$ cat src/nfs_regs.svh
// constants for the feature-parameter host controller
`ifndef NFS_REGS_SVH
`define NFS_REGS_SVH

`define NFS_CLK_NS 4

`define NFS_CMD_SETF 8'hef
`define NFS_CMD_GETF 8'hee
`define NFS_CMD_RESET 8'hff

`define NFS_FA_TIMING 8'h01
`define NFS_FA_DRIVE 8'h80
`define NFS_FA_PULLDN 8'h81
`define NFS_FA_ARRAY 8'h90

`define NFS_TIMING_MASK 8'h07
`define NFS_DRIVE_MASK 8'h03
`define NFS_PULLDN_MASK 8'h03
`define NFS_ARRAY_MASK 8'h0b
`define NFS_TIMING_RST 8'h00
`define NFS_DRIVE_RST 8'h00
`define NFS_ARRAY_RST 8'h00
`define NFS_ARRAY_ECC_ON 8'h08
`define NFS_RESERVED_BYTE 8'h00

`define NFS_STROBE_NS 12
`define NFS_RD_LOW_NS 24
`define NFS_ADL_NS 70
`define NFS_WB_NS 100

`define NFS_CEIL_CYC(ns) (((ns) + `NFS_CLK_NS - 1) / `NFS_CLK_NS)
`define NFS_STROBE_CYC `NFS_CEIL_CYC(`NFS_STROBE_NS)
`define NFS_RD_LOW_CYC `NFS_CEIL_CYC(`NFS_RD_LOW_NS)
`define NFS_ADL_CYC `NFS_CEIL_CYC(`NFS_ADL_NS)
`define NFS_WB_CYC `NFS_CEIL_CYC(`NFS_WB_NS)

`endif

$ cat src/dummy_unused_guard.sv
// no logic lives in this file

$ cat src/nfs_pkg.sv
// types of the feature-parameter host controller
package nfs_pkg;

   typedef enum logic [9:0] {
      NFS_POR = 10'b0000000001,
      NFS_IDLE = 10'b0000000010,
      NFS_RST = 10'b0000000100,
      NFS_CMD = 10'b0000001000,
      NFS_ADR = 10'b0000010000,
      NFS_ADL = 10'b0000100000,
      NFS_PAR = 10'b0001000000,
      NFS_WB = 10'b0010000000,
      NFS_RDY = 10'b0100000000,
      NFS_RD = 10'b1000000000
   } nfs_state_t;

   typedef struct packed {
      nfs_state_t st;
      logic phase;
      logic [1:0] idx;
      logic get;
      logic init;
      logic [7:0] addr;
      logic [7:0] p1;
      logic [31:0] rdata;
      logic tmr_load;
      logic [7:0] tmr_len;
      logic ready;
      logic done;
      logic ce_n;
      logic cle;
      logic ale;
      logic we_n;
      logic re_n;
      logic [7:0] io_out;
      logic oe_n;
   } nfs_host_t;

   typedef struct packed {
      logic [7:0] cnt;
      logic fire;
   } nfs_timer_t;

endpackage

$ cat src/nfs_host.sv
// host controller issuing set-features and get-features on a nand target
// How it works
// RULE1 - send set code, address, four parameters
// RULE2 - send get code and address, then read
// RULE3 - settings persist across soft reset command
// RULE4 - known feature addresses; others are reserved
// RULE5 - ecc switched by first parameter at 90h
// RULE6 - array mode uses only first parameter
// RULE7 - array mode bits clear on power cycle
// RULE8 - issue commands only while target ready; the reset command from NFS_POR goes out without checking RB_N
// RULE9 - set code selects set mode
// RULE10 - wait address-to-param delay, one byte per strobe
// RULE11 - wait busy after fourth parameter
// RULE12 - interface change busy covered by ready wait
// RULE13 - get code selects get mode
// RULE14 - busy after get address; no status poll
// RULE15 - read four parameter bytes in order
// RULE16 - timing mode in bits 2:0
// RULE17 - drive strength in bits 1:0
// RULE18 - reset target first, then allow features
// RULE19 - reserved bits and bytes sent as zero
`timescale 1ns/1ns
`include "nfs_regs.svh"
module nfs_host (
   input wire logic REF_CLK,          // 250 MHz reference clock
   input wire logic RST_N,            // synchronous reset, active low
   input wire logic START,            // request, taken while READY
   input wire logic GET,              // 1 get-features, 0 set-features
   input wire logic [7:0] FEAT_ADDR,  // feature address
   input wire logic [7:0] PARAM1,     // first parameter for set
   output logic READY,                // controller idle and target ready
   output logic DONE,                 // one-cycle completion pulse
   output logic [31:0] RDATA,         // parameters read, first byte low
   output logic CE_N,                 // chip enable, active low
   output logic CLE,                  // command latch enable
   output logic ALE,                  // address latch enable
   output logic WE_N,                 // write strobe, active low
   output logic RE_N,                 // read strobe, active low
   output logic [7:0] IO_OUT,         // data bus driven value
   input wire logic [7:0] IO_IN,      // data bus sampled value
   output logic IO_OE_N,              // low while driving the bus
   input wire logic RB_N              // ready high, busy low
);

   nfs_pkg::nfs_host_t s_reg;
   nfs_pkg::nfs_host_t s_next;
   logic tmr_done;
   logic wr_state;
   logic in_adl;

   // reserved bits are cleared so the target never sees stray ones
   function automatic logic [7:0] nfs_mask(input logic [7:0] addr, input logic [7:0] p);
      case (addr)
         // RULE16 timing mode field
         `NFS_FA_TIMING: nfs_mask = p & `NFS_TIMING_MASK;
         // RULE17 drive strength field
         `NFS_FA_DRIVE: nfs_mask = p & `NFS_DRIVE_MASK;
         `NFS_FA_PULLDN: nfs_mask = p & `NFS_PULLDN_MASK;
         // RULE5 ecc and otp bits
         `NFS_FA_ARRAY: nfs_mask = p & `NFS_ARRAY_MASK;
         // RULE4 reserved address
         default: nfs_mask = `NFS_RESERVED_BYTE;
      endcase
   endfunction

   function automatic logic [7:0] nfs_len(input nfs_pkg::nfs_state_t st, input logic phase);
      case (st)
         nfs_pkg::NFS_POR: nfs_len = 8'(`NFS_WB_CYC);
         nfs_pkg::NFS_ADL: nfs_len = 8'(`NFS_ADL_CYC);
         nfs_pkg::NFS_WB: nfs_len = 8'(`NFS_WB_CYC);
         nfs_pkg::NFS_RD: nfs_len = phase ? 8'(`NFS_STROBE_CYC) : 8'(`NFS_RD_LOW_CYC);
         default: nfs_len = 8'(`NFS_STROBE_CYC);
      endcase
   endfunction

   nfs_timer u_timer (
      .clk(REF_CLK),
      .rst_n(RST_N),
      .load(s_reg.tmr_load),
      .len(s_reg.tmr_len),
      .done(tmr_done)
   );

   always_comb begin
      s_next = s_reg;
      s_next.done = 1'b0;
      case (s_reg.st)
         nfs_pkg::NFS_POR: begin
            // RULE18 reset command goes out first
            if (tmr_done) begin
               s_next.st = nfs_pkg::NFS_RST;
            end
         end
         nfs_pkg::NFS_IDLE: begin
            // RULE8 start only while the target is ready
            if (START && s_reg.ready && RB_N) begin
               s_next.st = nfs_pkg::NFS_CMD;
               s_next.get = GET;
               s_next.addr = FEAT_ADDR;
               // RULE19 reserved bits cleared
               s_next.p1 = nfs_mask(FEAT_ADDR, PARAM1);
               s_next.rdata = 32'h00000000;
               s_next.idx = 2'h0;
            end
         end
         nfs_pkg::NFS_RST, nfs_pkg::NFS_CMD, nfs_pkg::NFS_ADR, nfs_pkg::NFS_PAR: begin
            if (tmr_done) begin
               if (!s_reg.phase) begin
                  // RULE10 rising write strobe latches the byte
                  s_next.phase = 1'b1;
               end else begin
                  s_next.phase = 1'b0;
                  case (s_reg.st)
                     nfs_pkg::NFS_RST: s_next.st = nfs_pkg::NFS_WB;
                     nfs_pkg::NFS_CMD: s_next.st = nfs_pkg::NFS_ADR;
                     // RULE14 get waits busy right after the address
                     nfs_pkg::NFS_ADR: s_next.st = s_reg.get ? nfs_pkg::NFS_WB : nfs_pkg::NFS_ADL;
                     default: begin
                        // RULE11 busy wait after the fourth byte
                        if (s_reg.idx == 2'h3) begin
                           s_next.st = nfs_pkg::NFS_WB;
                        end else begin
                           s_next.idx = s_reg.idx + 2'h1;
                        end
                     end
                  endcase
               end
            end
         end
         nfs_pkg::NFS_ADL: begin
            // RULE10 address-to-param delay
            if (tmr_done) begin
               s_next.st = nfs_pkg::NFS_PAR;
               s_next.idx = 2'h0;
            end
         end
         nfs_pkg::NFS_WB: begin
            if (tmr_done) begin
               s_next.st = nfs_pkg::NFS_RDY;
            end
         end
         nfs_pkg::NFS_RDY: begin
            // RULE12 ready pin also covers the interface change time
            if (RB_N) begin
               s_next.idx = 2'h0;
               if (s_reg.init) begin
                  s_next.st = nfs_pkg::NFS_IDLE;
                  s_next.init = 1'b0;
               end else if (s_reg.get) begin
                  s_next.st = nfs_pkg::NFS_RD;
                  s_next.phase = 1'b0;
               end else begin
                  s_next.st = nfs_pkg::NFS_IDLE;
                  s_next.done = 1'b1;
               end
            end
         end
         nfs_pkg::NFS_RD: begin
            // RULE15 four bytes in order, first byte ends lowest
            if (tmr_done) begin
               if (!s_reg.phase) begin
                  s_next.phase = 1'b1;
                  s_next.rdata = {IO_IN, s_reg.rdata[31:8]};
               end else begin
                  s_next.phase = 1'b0;
                  if (s_reg.idx == 2'h3) begin
                     s_next.st = nfs_pkg::NFS_IDLE;
                     s_next.done = 1'b1;
                  end else begin
                     s_next.idx = s_reg.idx + 2'h1;
                  end
               end
            end
         end
         default: begin
            s_next.st = nfs_pkg::NFS_POR;
         end
      endcase

      // pins follow the next state so they leave straight from flops
      wr_state = (s_next.st == nfs_pkg::NFS_RST) || (s_next.st == nfs_pkg::NFS_CMD) ||
                 (s_next.st == nfs_pkg::NFS_ADR) || (s_next.st == nfs_pkg::NFS_PAR);
      s_next.ce_n = (s_next.st == nfs_pkg::NFS_IDLE) || (s_next.st == nfs_pkg::NFS_POR);
      s_next.we_n = !(wr_state && !s_next.phase);
      s_next.oe_n = !wr_state;
      s_next.cle = (s_next.st == nfs_pkg::NFS_RST) || (s_next.st == nfs_pkg::NFS_CMD);
      s_next.ale = (s_next.st == nfs_pkg::NFS_ADR);
      s_next.re_n = !((s_next.st == nfs_pkg::NFS_RD) && !s_next.phase);
      case (s_next.st)
         // RULE3 only a soft reset, stored settings stay
         nfs_pkg::NFS_RST: s_next.io_out = `NFS_CMD_RESET;
         // RULE9 set code, RULE13 get code
         nfs_pkg::NFS_CMD: s_next.io_out = s_next.get ? `NFS_CMD_GETF : `NFS_CMD_SETF;
         nfs_pkg::NFS_ADR: s_next.io_out = s_next.addr;
         // RULE6 only the first byte carries data
         nfs_pkg::NFS_PAR: s_next.io_out = (s_next.idx == 2'h0) ? s_next.p1 : `NFS_RESERVED_BYTE;
         default: s_next.io_out = 8'h00;
      endcase
      s_next.tmr_load = (s_next.st != s_reg.st) || (s_next.phase != s_reg.phase);
      s_next.tmr_len = nfs_len(s_next.st, s_next.phase);
      s_next.ready = (s_next.st == nfs_pkg::NFS_IDLE) && RB_N && !s_next.done;
   end

   always_ff @(posedge REF_CLK) begin
      if (!RST_N) begin
         s_reg <= '{st: nfs_pkg::NFS_POR, phase: 1'b0, idx: 2'h0, get: 1'b0, init: 1'b1,
                    addr: 8'h00, p1: 8'h00, rdata: 32'h00000000, tmr_load: 1'b1,
                    tmr_len: 8'(`NFS_WB_CYC), ready: 1'b0, done: 1'b0, ce_n: 1'b1,
                    cle: 1'b0, ale: 1'b0, we_n: 1'b1, re_n: 1'b1, io_out: 8'h00, oe_n: 1'b1};
      end else begin
         s_reg <= s_next;
      end
   end

   assign READY = s_reg.ready;
   assign DONE = s_reg.done;
   assign RDATA = s_reg.rdata;
   assign CE_N = s_reg.ce_n;
   assign CLE = s_reg.cle;
   assign ALE = s_reg.ale;
   assign WE_N = s_reg.we_n;
   assign RE_N = s_reg.re_n;
   assign IO_OUT = s_reg.io_out;
   assign IO_OE_N = s_reg.oe_n;
   assign in_adl = (s_reg.st == nfs_pkg::NFS_ADL);

   localparam int ADL_CYC = `NFS_ADL_CYC;
endmodule

$ cat src/nfs_timer.sv
// one-shot cycle timer giving a done pulse after a loaded length
`timescale 1ns/1ns
module nfs_timer (
   input wire logic clk,         // reference clock
   input wire logic rst_n,       // synchronous reset, active low
   input wire logic load,        // start a new count
   input wire logic [7:0] len,   // count length in cycles
   output logic done             // one-cycle pulse at the end
);

   nfs_pkg::nfs_timer_t t_reg;
   nfs_pkg::nfs_timer_t t_next;

   always_comb begin
      t_next = t_reg;
      t_next.fire = 1'b0;
      if (load) begin
         t_next.cnt = len;
      end else if (t_reg.cnt != 8'h00) begin
         t_next.cnt = t_reg.cnt - 8'h01;
         t_next.fire = (t_reg.cnt == 8'h01);
      end
   end

   always_ff @(posedge clk) begin
      if (!rst_n) begin
         t_reg <= '0;
      end else begin
         t_reg <= t_next;
      end
   end

   assign done = t_reg.fire;

endmodule

$ cat config.mk
export PLATFORM = sky130hd
export DESIGN_NAME = nfs_host
export DESIGN_NICKNAME = d
export VERILOG_FILES = /design/src/dummy_unused_guard.sv /design/src/nfs_pkg.sv /design/src/nfs_host.sv /design/src/nfs_timer.sv
export VERILOG_INCLUDE_DIRS = /design/src /design/src/src
export SDC_FILE = /design/constraint.sdc
export NUM_CORES = 1
export LEC_CHECK = 0
export BUFFER_PORTS_ARGS = -buffer_cell sky130_fd_sc_hd__clkbuf_2
export CAP_MARGIN = 20
export CORE_AREA = 5 5 126 128
export DETAILED_ROUTE_END_ITERATION = 8
export DIE_AREA = 0 0 131 133
export PLACE_DENSITY = 0.51
export SLEW_MARGIN = 10
export SYNTH_ARGS = -nofsm -noshare
export SYNTH_HDL_FRONTEND = slang
export SYNTH_SLANG_ARGS = --single-unit
export TNS_END_PERCENT = 5
$ cat constraint.sdc
create_clock -name REF_CLK -period 2.4 [get_ports REF_CLK]
set_clock_uncertainty 0.05 [all_clocks]
set_input_delay 0.12 -clock REF_CLK [delete_from_list [all_inputs] [get_ports REF_CLK]]
set_output_delay 0.12 -clock REF_CLK [all_outputs]
set_load 0.03 [all_outputs]
==> results summary <==
The run finished, with violations left. The final reports fail on negative setup slack. The required time at the worst-slack endpoint came out at 2590 ps. For this run, the slowest stage of the critical path takes 590 ps. The static leakage power is 2.54 nW.

The number of cells on the worst reg-to-reg path is 9. In the layout the commonest cells are buf_4 (94), dfxtp_1 (86), nand2_1 (74), clkbuf_2 (72), a21oi_1 (48). Counting the fill cells in the layout gives 1502. Once the floorplan was initialized, standard cells occupied 30.2% of the core.

In this run, distinct cell masters in the synthesized netlist total 65. In this run the horizontal extent of the chip is 131 um. The average instance in the mapped netlist occupies 8.28 um^2. The CTS buffer count is 9. For this block, the initial DRC count from the detailed router was 246. The number of levels the H-tree was split into came out at 3. Setup violations remaining at the end of the flow were counted as 21. Timing would allow up to 385 MHz. The part of the cycle the worst path needs came out at 108%. The number of flip-flops in the largest register came out at 37. The number of pins with negative max-slew slack in the final report is 0. The worst setup path is launched from a flop.

The sum of buffers and inverters on the critical path came out at 2. The cell count along the critical path is 9. The synthesized instance count is 539.

The start point of the worst hold path is PARAM1[3]. Clock latency on the worst-skew pair, taken at its later pin, is 350 ps. The finished cells cover 0.00615 mm^2. The number of warning messages in the yosys log is 0. The actual transition at the worst max-transition pin came out at 626 ps. The start-to-end type of the worst setup path is reg -> reg. STA classifies the critical path endpoint as a flop.

The clock transition time at the flip-flop clock pins of the worst setup and hold paths came out at 70 ps. The number of nets handed over by synthesis was 571. For this run, the number of standard cells in the final layout without fillers is 855. The area added between synthesis and finish is 37.9%. The number of storage elements in the synthesis netlist is 94.

The summed instance area of the synthesized netlist came out at 0.00446 mm^2. The routed length per instance is 15.6 um. The area of the die came out at 0.0174 mm^2.

The detailed-route wire length is 13300 um. The worst setup slack after layout is -195 ps. In this run the clock root is driven by a clkbuf_16. The final estimated routing congestion in global placement is 0.863. The die span in y is 133 um. Setup repair after global routing could not meet its margin everywhere.

Along the worst path, the maximum fanout reaches 4. Across every metal layer, demand over resource in global routing totals 15.7%. The minimum setup slack among reg-to-reg paths is -200 ps. For this run, design rule violations remaining after detail routing come to 0. The initial antenna violation count is 0. The path class of the tightest hold or removal check is in -> reg. The signal on the critical path passes through or4_4, buf_6, nor4_4, buf_4, o211ai_1, a2111oi_0, and3_1, nand4_1, a211o_1.

The hold violation count in the final report came out at 0. The layout cell share with drive strength beyond 1 came out at 37.3%. At the worst endpoint, the arrival time is 2790 ps. The worst register-to-register path ends at s_reg[24]$_SDFF_PN1_.

The number of cells after detailed placement came out at 822. 0 antenna diodes ended up in the layout. Entering global routing, the biggest net connects 35 pins. After global routing the overflow that remains totals 0. The synthesized design contains 0 enable-type register cells. For this run, the detailed router's first-pass iteration total came to 6. The share of flip-flops with an asynchronous set or reset is 0%. Counting instances, the worst hold path has a depth of 3. The pre-CTS worst setup slack is -551 ps. The total half-perimeter wirelength after legalization and detailed placement is 9870 um. The worst register-to-register path begins at s_reg[78]$_SDFF_PN1_. The count of boundary I/O pins came out at 77. The most common cell after layout, fill and taps aside is buf_4. The minimum clock period after layout is 2600 ps.

The post-detailed-route count of antenna-violating nets came out at 0. The row count is 45. The sequential-to-total area share from yosys stat is 42.2%. The number of clock sinks is 94. TritonCTS built the clock tree.

The final net count is 694. Across the run, the number of max-cap violations was 0. In the synthesized netlist the dominant register cell turns out to be dfxtp_1.

The count of buffers from port buffering came out at 72. Headroom to the max-slew limit came out at 58.1%. The cell at the slowest stage of the critical path is or4_4.

The clock passes through at most 2 buffers. The first global-routing pass estimated 21800 um of wire. The core region is 0.0148 mm^2. The power density over the cells came out at 578 mW/mm^2. The maximum vdd ir drop came out at 0.000393 V. The via count of the first global-routing pass came out at 4238.

The path with the worst hold slack has its endpoint at s_reg[60]$_SDFF_PN0_. The kind of cell with the highest combined delay along the critical path is simple AND/OR/NAND/NOR gates. The count of vias placed by the detailed router is 4202. After detailed routing, the number of vias per cell comes to 4.91. The placed cell area came out at 0.00541 mm^2.
routing by layer:
metal	track usage, %	vias up	share of wire, %
met3	3.59	23	4.1
li1	-	2105	-
met2	25.8	91	50
met5	0	-	0
met1	19.7	1983	43
met4	6.29	0	2.7
through the flow:
| stage | setup TNS (ps) | hold WS [ps] | total power, mW | utilization, % |
|---|---|---|---|---|
| floorplan | -1560 | 146 | 1.82 | - |
| global placement | -8470 | 306 | 1.91 | 36.7 |
| detailed placement | -9410 | 318 | 1.91 | 36.7 |
| CTS | -2800 | 12.9 | 3.60 | 40.8 |
| global route | -3780 | 14.1 | 3.71 | 41.7 |
| finish | -1610 | 17.5 | 3.55 | 41.7 |
what timing repair did:
action | in CTS | in global routing
setup endpoints to repair | 59 | 59
gates cloned | 1 | 0
hold buffers | 13 | 0
setup buffers | 3 | 0
resized for setup | 26 | 35
pin swaps | 6 | 11
endpoints found under the hold margin | 13 | 0
layout make-up:
cell class / count / area, um^2 / area share [%]
Inverter: 11 / 41.3 / 0.671
Tap cell: 188 / 235 / 3.82
Clock buffer: 10 / 239 / 3.88
Clock inverter: 6 / 109 / 1.77
Sequential cell: 94 / 1900 / 30.8
Multi-Input combinational cell: 360 / 2310 / 37.6
Timing Repair Buffer: 186 / 1320 / 21.4
cell usage after synthesis (2+ instances only):
cell,number,area (um^2)
dfxtp_1,94,1880
o22ai_1,2,12.5
nand2b_1,5,31.3
buf_4,40,300
a211oi_1,3,22.5
buf_2,5,25.0
nor4_1,3,18.8
nor4b_1,4,35.0
or4_1,7,52.6
nand2_1,75,282
inv_1,10,37.5
xnor2_1,6,52.6
o21a_1,2,15.0
or3_1,3,18.8
nor2_1,41,154
xor2_1,6,52.6
nand3_1,40,200
a22o_1,2,17.5
and2_1,12,75.1
o211ai_1,2,15.0
and3_1,9,56.3
nor3_1,10,50.1
a31oi_1,3,18.8
a22oi_1,10,75.1
o31ai_1,3,22.5
ha_1,3,37.5
nor2b_1,2,12.5
a31o_2,2,17.5
o21ai_0,7,35.0
nand4_1,9,56.3
a2111oi_0,2,17.5
nor4_2,2,25.0
a211o_1,2,17.5
buf_6,2,22.5
a21oi_1,56,280
clkbuf_1,26,97.6
kinds of logic after synthesis:
family          Yosys count  synth area share (%)
xor+xnor                 12                  2.36
buf+inv                  85                  11.0
mux                       1                 0.224
simple gates            233                  26.3
flops                    94                  42.2
compound gates          111                  17.1
fa+ha+maj                 3                 0.841
report_power, final:
group          switching, mW  internal (mW)
logic                  0.155          0.140
clock network          0.606           1.04
registers             0.0243           1.58
worst min-delay path: stages:
cell and delay [ps]:
clkbuf_2 80, nand4_1 100, a21oi_1 70
how the worst max path moves through the flow:
| stage | start | to | slack (ps) |
|---|---|---|---|
| 2_1_floorplan | s_reg[78]$_SDFF_PN1_ | WE_N$_SDFF_PN1_ | -140 |
| 3_3_place_gp | s_reg[78]$_SDFF_PN1_ | RE_N$_SDFF_PN1_ | -570 |
| 3_5_place_dp | s_reg[78]$_SDFF_PN1_ | RE_N$_SDFF_PN1_ | -550 |
| 4_1_cts | s_reg[78]$_SDFF_PN1_ | s_reg[24]$_SDFF_PN1_ | -200 |
| 5_1_grt | s_reg[84]$_SDFF_PN0_ | WE_N$_SDFF_PN1_ | -240 |
| 6_report | s_reg[78]$_SDFF_PN1_ | s_reg[24]$_SDFF_PN1_ | -200 |
Power figures use the tool's default switching activity.
